### config.mk
export PLATFORM = sky130hd
export DESIGN_NAME = fpr_top
export DESIGN_NICKNAME = d
export VERILOG_FILES = /design/src/rtl/fpr_pkg.sv /design/src/rtl/fpr_step_if.sv /design/src/rtl/fpr_top.sv /design/src/rtl/fpr_btn.sv
export VERILOG_INCLUDE_DIRS = /design/src /design/src/rtl
export SDC_FILE = /design/constraint.sdc
export NUM_CORES = 2
export LEC_CHECK = 0
export BUFFER_PORTS_ARGS = -buffer_cell sky130_fd_sc_hd__buf_2
export CAP_MARGIN = 10
export CORE_MARGIN = 3
export CORE_UTILIZATION = 50
export DETAILED_ROUTE_END_ITERATION = 7
export PLACE_DENSITY = 0.65
export SLEW_MARGIN = 20
export SYNTH_ARGS = -nofsm -noshare
export SYNTH_HDL_FRONTEND = slang
export SYNTH_HIERARCHICAL = 1
export SYNTH_SLANG_ARGS = --single-unit
### constraint.sdc
create_clock -name mclk_i -period 7.88 [get_ports mclk_i]
set_input_delay 0.788 -clock mclk_i [delete_from_list [all_inputs] [get_ports mclk_i]]
set_output_delay 0.788 -clock mclk_i [all_outputs]
set_load 0.005 [all_outputs]
### src/rtl/fpr_map.svh
// offsets, encodings, reset values and timing figures of the front panel block
// Functional notes
// - upper shows process value, else parameter abbreviation
// - upper display flashes while configured alarm present
// - lower shows setpoint, manual level, or value
// - lower alternates alarm type and setpoint in alarm
// - output beacons follow outputs; second follows alarm
// - current output beacon dims with level, 4-20 glows
// - comms beacon flashes during host activity
// - ramp beacon lit while setpoint still moving
// - manual beacon steady in manual, flashes sensor break
// - each step press advances to next parameter
// - six second time-out, suppressed while held
// - step press in alarm acknowledges latched alarm
// - raise/lower adjust permitted values, accelerating
// - auto/manual toggles, bumpless output carry-over
// - on/off algorithm limits output to 0/100%
// - auto/manual lockout and panel lock by comms
// - immediate setpoint within limits, passed at once
// - ramp starts at power-up or change, from PV; here only on a target change, the reset algorithm is not the ramp
// - ramp view: target below, step shows instant setpoint
// - holdback exceeded pauses ramp, flashes ramp beacon
// - rate or target change affects active ramp
// - three alarm types energise fitted alarm outputs
// - latched ack only after clear; soft alarm vanishes
// - first alarm output is collective alarm
`ifndef FPR_MAP_SVH
`define FPR_MAP_SVH
// timing figures
`define FPR_CLK_HZ 10000000
`define FPR_PRM_TO_S 6
`define FPR_BLINK_MS 500
`define FPR_REP_SLOW_MS 400
`define FPR_REP_FAST_MS 50
`define FPR_SEC_PER_MIN 60
// register byte offsets
`define FPR_A_CFG 8'h00
`define FPR_A_LIM 8'h04
`define FPR_A_TGT 8'h08
`define FPR_A_RAMP 8'h0C
`define FPR_A_ALM 8'h10
`define FPR_A_DEV 8'h14
`define FPR_A_STAT 8'h18
`define FPR_A_WSP 8'h1C
// reset values and masks
`define FPR_CFG_RST 32'hF000_0001
`define FPR_CFG_WMASK 32'hFFF0_00FF
`define FPR_SP_HI_RST 16'h03E8
// encodings
`define FPR_ALG_ONOFF 2'h0
`define FPR_ALG_RAMP 2'h2
`define FPR_AM_OFF 2'h0
`define FPR_AM_LAT 2'h2
`define FPR_LVL_FULL 10'h3E8
`define FPR_LVL_HALF 10'h1F4
`define FPR_DIM_BASE 10'h0C8
`define FPR_DIM_MUL 8'hCD
`define FPR_PARAM_N 3'h4
`endif

### src/rtl/fpr_pkg.sv
// types shared by the front panel block
`default_nettype none
package fpr_pkg;
  typedef enum logic [1:0] {FPR_AUTO = 2'b01, FPR_MAN = 2'b10} fpr_mode_e;
  typedef enum logic [1:0] {FPR_IDLE = 2'b01, FPR_HOLD = 2'b10} fpr_btn_e;

  // configuration word, msb first
  typedef struct packed {
    logic [3:0] edit_en;
    logic [1:0] op2_sel;
    logic [1:0] dev_mode;
    logic [1:0] lo_mode;
    logic [1:0] hi_mode;
    logic [11:0] rsvd;
    logic comms_fit;
    logic op2_alarm;
    logic dc_4_20;
    logic op1_dc;
    logic panel_lock;
    logic am_lock;
    logic [1:0] alg;
  } fpr_cfg_s;

  typedef struct packed {
    fpr_cfg_s cfg;
    logic [15:0] sp_lo;
    logic [15:0] sp_hi;
    logic [15:0] tgt;
    logic [15:0] wsp;
    logic [15:0] rate;
    logic [15:0] holdback_limit;
    logic [15:0] alm_hi;
    logic [15:0] alm_lo;
    logic [15:0] dev;
    logic [31:0] racc;
    logic [31:0] to_cnt;
    logic [31:0] blk_cnt;
    logic [9:0] man_lvl;
    logic [9:0] out_lvl;
    logic [9:0] pwm;
    fpr_mode_e mode;
    logic [2:0] idx;
    logic [2:0] latched;
    logic blink;
    logic prm_q;
    logic am_q;
    logic init;
    logic preset;
    logic [31:0] rdata;
    logic [2:0] up_sel;
    logic [15:0] up_val;
    logic up_lit;
    logic [15:0] lo_val;
    logic [2:0] lo_alm;
    logic b_op1;
    logic b_op2;
    logic b_com;
    logic b_ramp;
    logic b_man;
    logic al1;
    logic al2;
  } fpr_top_s;

  typedef struct packed {
    fpr_btn_e fsm;
    logic [31:0] cnt;
    logic [31:0] ivl;
    logic up;
    logic dn;
  } fpr_btn_s;
endpackage : fpr_pkg
`default_nettype wire

### src/rtl/fpr_step_if.sv
// step pulses from the raise/lower repeat generator
`timescale 1ns/1ps
`default_nettype none
interface fpr_step_if;
  logic up;
  logic dn;
  modport gen (output up, output dn);
  modport take (input up, input dn);
endinterface : fpr_step_if
`default_nettype wire

### src/rtl/fpr_top.sv
// front panel display, button, ramp and alarm logic of the process controller
//
// The implementer's own choices: the APB register port and the address map.
`timescale 1ns/1ps
`default_nettype none
`include "fpr_map.svh"
module fpr_top #(
  parameter int unsigned TO_CYC = `FPR_PRM_TO_S * `FPR_CLK_HZ,
  parameter int unsigned BLINK_CYC = `FPR_BLINK_MS * (`FPR_CLK_HZ / 1000),
  parameter int unsigned MIN_CYC = `FPR_SEC_PER_MIN * `FPR_CLK_HZ,
  parameter int unsigned REP_SLOW_CYC = `FPR_REP_SLOW_MS * (`FPR_CLK_HZ / 1000),
  parameter int unsigned REP_FAST_CYC = `FPR_REP_FAST_MS * (`FPR_CLK_HZ / 1000)
) (
  // clock and reset
  input wire logic mclk_i,
  input wire logic srst_i,
  // apb slave
  input wire logic psel_i,
  input wire logic penable_i,
  input wire logic pwrite_i,
  input wire logic [7:0] paddr_i,
  input wire logic [31:0] pwdata_i,
  output logic [31:0] prdata_o,
  output logic pready_o,
  output logic pslverr_o,
  // front panel buttons
  input wire logic parameter_step_button_i,
  input wire logic raise_btn_i,
  input wire logic lower_btn_i,
  input wire logic am_btn_i,
  // process and output stage
  input wire logic [15:0] pv_i,
  input wire logic [9:0] ctl_lvl_i,
  input wire logic op1_on_i,
  input wire logic op2_on_i,
  input wire logic sensor_break_i,
  input wire logic comms_active_i,
  // displays
  output logic [2:0] upper_sel_o,
  output logic [15:0] upper_val_o,
  output logic upper_lit_o,
  output logic [15:0] lower_val_o,
  output logic [2:0] lower_alm_o,
  // beacons
  output logic first_output_beacon_o,
  output logic second_output_beacon_o,
  output logic comms_beacon_o,
  output logic ramp_beacon_o,
  output logic manual_beacon_o,
  // alarm outputs and algorithm side
  output logic alarm1_o,
  output logic alarm2_o,
  output logic [15:0] wsp_o,
  output logic [9:0] out_lvl_o,
  output logic manual_o,
  output logic alg_preset_o
);
  // ----------------------------------------------------------------
  // helpers
  // ----------------------------------------------------------------
  function automatic logic [15:0] fpr_clamp(input logic [15:0] v, input logic [15:0] lo,
                                            input logic [15:0] hi);
    fpr_clamp = (v < lo) ? lo : ((v > hi) ? hi : v);
  endfunction : fpr_clamp

  // one unit up or down, saturating at the limits, never wrapping
  function automatic logic [15:0] fpr_step(input logic [15:0] v, input logic up,
                                           input logic [15:0] lo, input logic [15:0] hi);
    if (up)
      fpr_step = (v >= hi) ? hi : v + 16'h1;
    else
      fpr_step = (v <= lo) ? lo : v - 16'h1;
  endfunction : fpr_step

  function automatic logic [15:0] fpr_absdiff(input logic [15:0] a, input logic [15:0] b);
    fpr_absdiff = (a > b) ? a - b : b - a;
  endfunction : fpr_absdiff

  fpr_pkg::fpr_top_s st_ff;
  fpr_pkg::fpr_top_s nxt_st;
  fpr_step_if stp ();

  logic setup;
  logic access;
  logic mapped;
  logic lock;
  logic prm_edge;
  logic am_edge;
  logic step;
  logic manual;
  logic ramp_alg;
  logic onoff;
  logic ramping;
  logic hold;
  logic [2:0] cond;
  logic [2:0] cfgd;
  logic [2:0] latch_en;
  logic [2:0] cond_cfg;
  logic [2:0] ann;
  logic [2:0] ann_type;
  logic alarm2;
  logic [17:0] dim_prod;
  logic [9:0] duty;

  // ----------------------------------------------------------------
  // button conditioning
  // ----------------------------------------------------------------
  // a comms lock silences every button, the repeat generator included, except that a held step button still stops the time-out
  fpr_btn #(
    .SLOW_CYC(REP_SLOW_CYC),
    .FAST_CYC(REP_FAST_CYC)
  ) u_btn (
    .mclk_i(mclk_i),
    .srst_i(srst_i),
    .raise_i(raise_btn_i),
    .lower_i(lower_btn_i),
    .en_i(!lock),
    .stp(stp.gen)
  );

  // press edges and mode decode
  assign lock = st_ff.cfg.panel_lock;
  assign prm_edge = parameter_step_button_i & !st_ff.prm_q & !lock;
  assign am_edge = am_btn_i & !st_ff.am_q & !lock & !st_ff.cfg.am_lock;
  assign step = stp.up | stp.dn;
  assign manual = (st_ff.mode == fpr_pkg::FPR_MAN);
  assign ramp_alg = (st_ff.cfg.alg == `FPR_ALG_RAMP);
  assign onoff = (st_ff.cfg.alg == `FPR_ALG_ONOFF);

  // ----------------------------------------------------------------
  // ramp and alarm conditions
  // ----------------------------------------------------------------
  assign ramping = ramp_alg & (st_ff.wsp != st_ff.tgt);
  // a zero holdback limit means holdback is off
  assign hold = (st_ff.holdback_limit != 16'h0) &
                (fpr_absdiff(pv_i, st_ff.wsp) > st_ff.holdback_limit);
  // bit 0 full_scale_high_alarm, bit 1 full_scale_low_alarm, bit 2 deviation_band_alarm
  assign cond[0] = pv_i > st_ff.alm_hi;
  assign cond[1] = pv_i < st_ff.alm_lo;
  assign cond[2] = fpr_absdiff(pv_i, st_ff.wsp) > st_ff.dev;
  assign cfgd = {st_ff.cfg.dev_mode != `FPR_AM_OFF, st_ff.cfg.lo_mode != `FPR_AM_OFF,
                 st_ff.cfg.hi_mode != `FPR_AM_OFF};
  assign latch_en = {st_ff.cfg.dev_mode == `FPR_AM_LAT, st_ff.cfg.lo_mode == `FPR_AM_LAT,
                     st_ff.cfg.hi_mode == `FPR_AM_LAT};
  assign cond_cfg = cond & cfgd;
  // soft alarms leave the annunciation as soon as they clear
  assign ann = cond_cfg | st_ff.latched;
  assign ann_type = ann[0] ? 3'h1 : (ann[1] ? 3'h2 : (ann[2] ? 3'h4 : 3'h0));
  assign alarm2 = st_ff.cfg.op2_alarm & (st_ff.cfg.op2_sel != 2'h0) &
                  cond[st_ff.cfg.op2_sel - 2'h1];
  // 4-20 duty = 200 + level * 0.8 so the beacon never goes fully dark
  assign dim_prod = st_ff.out_lvl * `FPR_DIM_MUL;
  assign duty = st_ff.cfg.dc_4_20 ? `FPR_DIM_BASE + dim_prod[17:8] : st_ff.out_lvl;

  // ----------------------------------------------------------------
  // apb decode
  // ----------------------------------------------------------------
  // zero wait states: every access completes in its first access cycle
  assign setup = psel_i & !penable_i;
  assign access = psel_i & penable_i;
  assign mapped = (paddr_i == `FPR_A_CFG) | (paddr_i == `FPR_A_LIM) |
                  (paddr_i == `FPR_A_TGT) | (paddr_i == `FPR_A_RAMP) |
                  (paddr_i == `FPR_A_ALM) | (paddr_i == `FPR_A_DEV) |
                  (paddr_i == `FPR_A_STAT) | (paddr_i == `FPR_A_WSP);
  assign pready_o = access;
  assign pslverr_o = access & !mapped;

  // ----------------------------------------------------------------
  // next state
  // ----------------------------------------------------------------
  always_comb
  begin
    logic tgt_wr;
    logic [15:0] tgt_new;
    tgt_wr = 1'b0;
    tgt_new = st_ff.tgt;
    nxt_st = st_ff;
    nxt_st.preset = 1'b0;
    nxt_st.prm_q = parameter_step_button_i;
    nxt_st.am_q = am_btn_i;
    nxt_st.init = 1'b0;
    // read data is latched in setup so it is a flop output in the access cycle
    if (setup)
    begin
      case (paddr_i)
        `FPR_A_CFG: nxt_st.rdata = st_ff.cfg;
        `FPR_A_LIM: nxt_st.rdata = {st_ff.sp_hi, st_ff.sp_lo};
        `FPR_A_TGT: nxt_st.rdata = {16'h0, st_ff.tgt};
        `FPR_A_RAMP: nxt_st.rdata = {st_ff.holdback_limit, st_ff.rate};
        `FPR_A_ALM: nxt_st.rdata = {st_ff.alm_lo, st_ff.alm_hi};
        `FPR_A_DEV: nxt_st.rdata = {16'h0, st_ff.dev};
        `FPR_A_STAT: nxt_st.rdata = {17'h0, st_ff.idx, ann, st_ff.latched, cond, hold,
                                     ramping, manual};
        `FPR_A_WSP: nxt_st.rdata = {6'h0, st_ff.out_lvl, st_ff.wsp};
        default: nxt_st.rdata = 32'h0;
      endcase
    end
    // writes land on the access edge; status words ignore writes
    if (access & pwrite_i)
    begin
      case (paddr_i)
        `FPR_A_CFG: nxt_st.cfg = fpr_pkg::fpr_cfg_s'(pwdata_i & `FPR_CFG_WMASK);
        `FPR_A_LIM:
        begin
          nxt_st.sp_lo = pwdata_i[15:0];
          nxt_st.sp_hi = pwdata_i[31:16];
        end
        `FPR_A_TGT:
        begin
          tgt_wr = 1'b1;
          tgt_new = fpr_clamp(pwdata_i[15:0], st_ff.sp_lo, st_ff.sp_hi);
        end
        `FPR_A_RAMP:
        begin
          nxt_st.rate = pwdata_i[15:0];
          nxt_st.holdback_limit = pwdata_i[31:16];
        end
        `FPR_A_ALM:
        begin
          nxt_st.alm_hi = pwdata_i[15:0];
          nxt_st.alm_lo = pwdata_i[31:16];
        end
        `FPR_A_DEV: nxt_st.dev = pwdata_i[15:0];
        default: ;
      endcase
    end
    // parameter step: acknowledge first, otherwise scroll
    if (prm_edge)
    begin
      nxt_st.to_cnt = 32'h0;
      if (|st_ff.latched)
        nxt_st.latched = st_ff.latched & cond;
      else
        nxt_st.idx = (st_ff.idx == `FPR_PARAM_N) ? 3'h0 : st_ff.idx + 3'h1;
    end
    else if (st_ff.idx != 3'h0)
    begin
      if (parameter_step_button_i)
        nxt_st.to_cnt = 32'h0;
      else if (st_ff.to_cnt >= TO_CYC - 1)
      begin
        nxt_st.to_cnt = 32'h0;
        nxt_st.idx = 3'h0;
      end
      else
        nxt_st.to_cnt = st_ff.to_cnt + 32'h1;
    end
    // a new latch event wins over an acknowledge in the same cycle
    nxt_st.latched = nxt_st.latched | (cond & latch_en);
    // raise and lower act on the value the lower display shows, except the working setpoint at index 1 and the target shown at index 0 in manual during an alarm
    if (step)
    begin
      case (st_ff.idx)
        3'h0:
        begin
          if (st_ff.cfg.edit_en[0] & manual)
          begin
            if (onoff)
              nxt_st.man_lvl = stp.up ? `FPR_LVL_FULL : 10'h0;
            else
              nxt_st.man_lvl = 10'(fpr_step({6'h0, st_ff.man_lvl}, stp.up, 16'h0,
                                            {6'h0, `FPR_LVL_FULL}));
          end
          else if (st_ff.cfg.edit_en[0])
          begin
            tgt_wr = 1'b1;
            tgt_new = fpr_step(st_ff.tgt, stp.up, st_ff.sp_lo, st_ff.sp_hi);
          end
        end
        3'h2:
          if (st_ff.cfg.edit_en[1])
            nxt_st.rate = fpr_step(st_ff.rate, stp.up, 16'h0, 16'hFFFF);
        3'h3:
          if (st_ff.cfg.edit_en[2])
            nxt_st.holdback_limit = fpr_step(st_ff.holdback_limit, stp.up, 16'h0, 16'hFFFF);
        3'h4:
          if (st_ff.cfg.edit_en[3])
            nxt_st.dev = fpr_step(st_ff.dev, stp.up, 16'h0, 16'hFFFF);
        default: ;
      endcase
    end
    // auto/manual changeover carries the present output level across
    if (am_edge)
    begin
      if (manual)
      begin
        nxt_st.mode = fpr_pkg::FPR_AUTO;
        nxt_st.preset = 1'b1;
      end
      else
      begin
        nxt_st.mode = fpr_pkg::FPR_MAN;
        if (onoff)
          nxt_st.man_lvl = (ctl_lvl_i >= `FPR_LVL_HALF) ? `FPR_LVL_FULL : 10'h0;
        else
          nxt_st.man_lvl = ctl_lvl_i;
      end
    end
    // setpoint engine: immediate follows target, ramp walks one unit per rate tick
    if (tgt_wr)
      nxt_st.tgt = tgt_new;
    if (!ramp_alg)
      nxt_st.wsp = nxt_st.tgt;
    else if (st_ff.init)
    begin
      nxt_st.wsp = pv_i;
      nxt_st.racc = 32'h0;
    end
    else if (tgt_wr & !ramping)
    begin
      nxt_st.wsp = pv_i;
      nxt_st.racc = 32'h0;
    end
    else if (ramping & !hold)
    begin
      if (st_ff.racc + {16'h0, st_ff.rate} >= MIN_CYC)
      begin
        nxt_st.racc = st_ff.racc + {16'h0, st_ff.rate} - MIN_CYC;
        nxt_st.wsp = (st_ff.tgt > st_ff.wsp) ? st_ff.wsp + 16'h1 : st_ff.wsp - 16'h1;
      end
      else
        nxt_st.racc = st_ff.racc + {16'h0, st_ff.rate};
    end
    // flash timebase and beacon pwm
    if (st_ff.blk_cnt >= BLINK_CYC - 1)
    begin
      nxt_st.blk_cnt = 32'h0;
      nxt_st.blink = !st_ff.blink;
    end
    else
      nxt_st.blk_cnt = st_ff.blk_cnt + 32'h1;
    nxt_st.pwm = (st_ff.pwm >= `FPR_LVL_FULL - 10'h1) ? 10'h0 : st_ff.pwm + 10'h1;
    nxt_st.out_lvl = manual ? st_ff.man_lvl : ctl_lvl_i;
    // displays
    nxt_st.up_sel = st_ff.idx;
    nxt_st.up_val = pv_i;
    nxt_st.up_lit = !((|cond_cfg) & st_ff.blink);
    nxt_st.lo_alm = 3'h0;
    case (st_ff.idx)
      3'h0:
      begin
        if (|ann)
        begin
          nxt_st.lo_val = st_ff.tgt;
          nxt_st.lo_alm = st_ff.blink ? ann_type : 3'h0;
        end
        else
          nxt_st.lo_val = manual ? {6'h0, st_ff.man_lvl} : st_ff.tgt;
      end
      3'h1: nxt_st.lo_val = st_ff.wsp;
      3'h2: nxt_st.lo_val = st_ff.rate;
      3'h3: nxt_st.lo_val = st_ff.holdback_limit;
      3'h4: nxt_st.lo_val = st_ff.dev;
      default: nxt_st.lo_val = 16'h0;
    endcase
    // beacons and alarm outputs
    nxt_st.b_op1 = st_ff.cfg.op1_dc ? (st_ff.pwm < duty) : op1_on_i;
    nxt_st.b_op2 = st_ff.cfg.op2_alarm ? alarm2 : op2_on_i;
    nxt_st.b_com = st_ff.cfg.comms_fit & comms_active_i & st_ff.blink;
    nxt_st.b_ramp = ramping &
                    (((st_ff.idx == 3'h1) | hold) ? st_ff.blink : 1'b1);
    nxt_st.b_man = sensor_break_i ? st_ff.blink : manual;
    nxt_st.al1 = |cond_cfg;
    nxt_st.al2 = alarm2;
    // synchronous reset; init is set for the first cycle after it, but the reset algorithm is not the ramp, so no power-up ramp starts
    if (srst_i)
    begin
      nxt_st = '0;
      nxt_st.cfg = fpr_pkg::fpr_cfg_s'(`FPR_CFG_RST);
      nxt_st.sp_hi = `FPR_SP_HI_RST;
      nxt_st.mode = fpr_pkg::FPR_AUTO;
      nxt_st.init = 1'b1;
      nxt_st.up_lit = 1'b1;
    end
  end

  // state register
  always_ff @(posedge mclk_i)
  begin
    st_ff <= nxt_st;
  end

  // ----------------------------------------------------------------
  // outputs
  // ----------------------------------------------------------------
  assign prdata_o = st_ff.rdata;
  assign upper_sel_o = st_ff.up_sel;
  assign upper_val_o = st_ff.up_val;
  assign upper_lit_o = st_ff.up_lit;
  assign lower_val_o = st_ff.lo_val;
  assign lower_alm_o = st_ff.lo_alm;
  assign first_output_beacon_o = st_ff.b_op1;
  assign second_output_beacon_o = st_ff.b_op2;
  assign comms_beacon_o = st_ff.b_com;
  assign ramp_beacon_o = st_ff.b_ramp;
  assign manual_beacon_o = st_ff.b_man;
  assign alarm1_o = st_ff.al1;
  assign alarm2_o = st_ff.al2;
  assign wsp_o = st_ff.wsp;
  assign out_lvl_o = st_ff.out_lvl;
  assign manual_o = manual;
  assign alg_preset_o = st_ff.preset;
endmodule : fpr_top
`default_nettype wire

### src/rtl/fpr_btn.sv
// raise/lower repeat generator with accelerating rate
`timescale 1ns/1ps
`default_nettype none
module fpr_btn #(
  parameter int unsigned SLOW_CYC = 4000000,
  parameter int unsigned FAST_CYC = 500000
) (
  // clock and reset
  input wire logic mclk_i,
  input wire logic srst_i,
  // buttons
  input wire logic raise_i,
  input wire logic lower_i,
  input wire logic en_i,
  // step pulses
  fpr_step_if.gen stp
);
  fpr_pkg::fpr_btn_s st_ff;
  fpr_pkg::fpr_btn_s nxt_st;
  logic one;

  // both buttons at once count as no press
  assign one = en_i & (raise_i ^ lower_i);

  // first step on press, then repeats whose interval shrinks by a quarter each time, down to FAST_CYC
  always_comb
  begin
    nxt_st = st_ff;
    nxt_st.up = 1'b0;
    nxt_st.dn = 1'b0;
    case (st_ff.fsm)
      fpr_pkg::FPR_IDLE:
      begin
        if (one)
        begin
          nxt_st.up = raise_i;
          nxt_st.dn = lower_i;
          nxt_st.fsm = fpr_pkg::FPR_HOLD;
          nxt_st.cnt = 32'h0;
          nxt_st.ivl = SLOW_CYC;
        end
      end
      fpr_pkg::FPR_HOLD:
      begin
        if (!one)
          nxt_st.fsm = fpr_pkg::FPR_IDLE;
        else if (st_ff.cnt >= st_ff.ivl - 32'h1)
        begin
          nxt_st.up = raise_i;
          nxt_st.dn = lower_i;
          nxt_st.cnt = 32'h0;
          nxt_st.ivl = (st_ff.ivl - (st_ff.ivl >> 2) < FAST_CYC) ? FAST_CYC
                       : st_ff.ivl - (st_ff.ivl >> 2);
        end
        else
          nxt_st.cnt = st_ff.cnt + 32'h1;
      end
      default: nxt_st.fsm = fpr_pkg::FPR_IDLE;
    endcase
    if (srst_i)
    begin
      nxt_st = '0;
      nxt_st.fsm = fpr_pkg::FPR_IDLE;
    end
  end

  // state register
  always_ff @(posedge mclk_i)
  begin
    st_ff <= nxt_st;
  end

  assign stp.up = st_ff.up;
  assign stp.dn = st_ff.dn;
endmodule : fpr_btn
`default_nettype wire

==> results.md <==
- Outcome: finished, final reports clean
- Top post-synthesis cells by count: nand2_1 (534), dfxtp_1 (449), a21oi_1 (407)
- Worst Path Buf+Inv: 3
- Via density: 6.319
- FF+latch count, synth: 449
- Final worst setup slack: 1112 ps
- Final setup viols: 0
- Layout cells sized above 1: 9.120%
- Leakage: 15.75 nW
- Clock buffer depth: 3
- Fill count: 6,855
- Top cell type by total area after synthesis: dfxtp_1
- GPL Wtd Cong: 1.036
- Pin count of the biggest net entering global routing: 74
- Drt total wl: 134.8 mm
- Crit path DAT: 7250 ps
- RSZ-0062 raised after global routing: false
- Crit-path max FO: 15
- CTS root buf: clkbuf_16
- Max-Cap Viols: 0
- Netlist cell types: 107
- CP required: 8360 ps
- Async set or reset register ratio after synthesis: 0%
- Most area-consuming cells after synthesis: dfxtp_1 (25%), ha_1 (12%), a21oi_1 (5.7%)
- Via count: 35,420
- # resized after CTS: 0
- Max Fclk: 147.8 MHz
- DIE AREA: 0.07469 mm2
- Top delay family on crit path: simple AND/OR/NAND/NOR gates
- Clock skew: 23.30 ps
- Min-delay worst type: in2reg
- Post-Syn Area: 0.03572 mm2
- Die X-Extent: 273.3 um
- Crit-path slowest cell: dfxtp_1
- Cts hold-fix bufs: 0
- Count leader, synth: nand2_1
- Fin crit period: 6768 ps
- Synth Area in Adders: 13.40%
- Worst Setup End Kind: register
- Met2 usage: 50.89%
- First-pass GRT wire length: 200.6 mm
- I/O Buffers: 186
- R2R Path Start: wsp_o[0]
- R2r endpoint: lower_val_o[2]
- Clock sinks: 449
- Initial Utilization: 50.75%
- Multiplexer share of the synthesized area: 3.047%
- GRT busiest layer: met2
- Initial antenna violation count: 7
- Crit path depth: 28
- Post-Synth XOR/XNOR Area: 5.639%
- Met3 usage: 8.239%
- DRT antenna net count: 0
- Number of I/O pins: 187
- Max-slew violations: 0
- Worst Tran Pin Value: 1140 ps
- Critical Path End: lower_val_o[2]
- Pwr Total: 8.140 mW
- M1 GR Usage: 47.63%
- Initial DRC Count: 4,251
- Largest family of logic cells by synthesized area: compound AO/OA/AOI/OAI gates
- Wirelength per Cell: 24.06 um
- Row count: 97
- Area of the core: 0.07039 mm2
- Simple-gate share of the synthesized area: 20.35%
- DRC Markers: 0
- H-tree depth: 2
- Setup TNS: 0 ps
- Design area: 0.03852 mm2
- Clock slew at reported path FFs: 70 ps
- Post-synth EDFFs: 0
- Drt first pass iters: 7
- Global-route usage over all layers: 34.76%
- Vias in the first global route: 32,040
- Max VDD drop: 0.2077 mV
- Multi-input gate area: 0.02402 mm2
- Compound-cell area share of the yosys netlist: 24.52%
- Predominant post-synthesis flop cell: dfxtp_1
- Hpwl dp: 102.8 mm
- Reg2Reg Depth: 28
- Hold path cells: 2
- Pre-CTS WS: 1002 ps
- Ys Warns: 6
- Post-CTS Setup Bufs: 0
- Die Span Y: 273.3 um
- Reg2reg setup slack: 1110 ps
- Slew HR: 23.44%
- Final period util: 85.89%
- Seq/Total Area, Yosys: 25.16%
- Mapped Cells: 4,673
- P per Cell Area: 211.3 mW/mm2
- CTS tree: built
- Avg Inst Size Synth: 7.644 um2
- Gr ovfl total: 0
- CP peak stage delay: 630 ps
- Final hold violation count: 0
- Setup Crit Path Kind: reg2reg
- Area share of the largest cell type after synthesis: 25.16%
- Cell repeated most along the worst path: a21oi_1
- Clk_lat worst skew: 640 ps
- Reg area: 0.008992 mm2
- Worst setup path start: wsp_o[0]
- Crit start category: register
- Area grow syn2layout: 7.832%
- Fin nets: 5,064
- Dpl cell area: 0.03658 mm2
- Inserted Clock Buffers: 54
==> final cells by class <==
cell class	count	area share, %
Antenna cell	5	0.03248
Sequential cell	449	23.35
Multi-Input combinational cell	3594	62.37
Clock buffer	78	4.216
Timing Repair Buffer	242	3.534
Inverter	274	2.670
Clock inverter	23	0.7828
Tap cell	940	3.053
==> placed cells by master, fill, tap and decap left out, types with 100 or more instances in the layout <==
cell	instances
a21oi_1	405
o21ai_0	234
ha_1	349
buf_2	185
xnor2_1	157
a22oi_1	100
dfxtp_1	448
nand2_1	533
nor2_1	402
inv_1	273
nand3_1	115
==> sequential cells by signal, summed over array words and instances (netlist names) <==
register / count
u_btn/st_ff: 66
upper_val_o: 16
lower_val_o: 16
lower_alm_o: 3
wsp_o: 16
alarm1_o: 1
upper_sel_o: 3
lock: 1
first_output_beacon_o: 1
comms_beacon_o: 1
alarm2_o: 1
prdata_o: 32
ramp_beacon_o: 1
st_ff: 275
manual_beacon_o: 1
out_lvl_o: 10
upper_lit_o: 1
u_btn/stp.dn: 1
second_output_beacon_o: 1
u_btn/stp.up: 1
alg_preset_o: 1
==> kinds of logic after synthesis <==
logic type | count (synthesis)
XOR/XNOR | 230
adder cells (fa/ha/maj) | 370
buffers and inverters | 638
multiplexers | 107
other | 1
AO/OA/AOI/OAI | 1325
flip-flops | 449
AND/OR/NAND/NOR | 1553
==> worst register-to-register path: cells and delay by family (launching register included) <==
kind	cells	cell delay, ps
and+or+nand+nor	10	2110
AOI/OAI and AO/OA	9	1340
adders and majority gates	3	850
muxes	2	730
DFF	1	630
buffers and inverters	3	590
xor gates and xnor gates	1	370
==> worst min path at each step <==
stage / to / start / slack [ps]
6_report: second_output_beacon_o / op2_on_i / 360
5_1_grt: second_output_beacon_o / op2_on_i / 380
4_1_cts: second_output_beacon_o / op2_on_i / 340
3_5_place_dp: st_ff[89] / st_ff[89] / 430
3_3_place_gp: st_ff[89] / st_ff[89] / 430
2_1_floorplan: upper_lit_o / st_ff[82] / 400
==> per-layer routing <==
metal  share of wire [%]  up-vias  routed length, um
li1                    -    16590                  -
met1                  43    16710              57610
met2                  41     1763              55680
met3                  10      350              13930
met4                 5.6        8               7581
met5               0.029        -                 39
==> stage by stage <==
stage | std cells | hold WS (ps) | util (%)
floorplan | 4681 | 403.4 | -
global route | 5600 | 377.8 | 54.70
finish | 5605 | 363.1 | 54.72
detailed placement | 5499 | 433.1 | 51.96
CTS | 5600 | 343.6 | 54.70
global placement | 5499 | 429.3 | 51.96
==> power breakdown <==
group | leakage, nW | internal, mW | switching, mW
Combinational | 11.2 | 1.23 | 1.76
Sequential | 3.64 | 2.33 | 0.144
Clock | 0.945 | 1.58 | 1.10
Total | 15.8 | 5.13 | 3.01
Power figures use the tool's default switching activity.
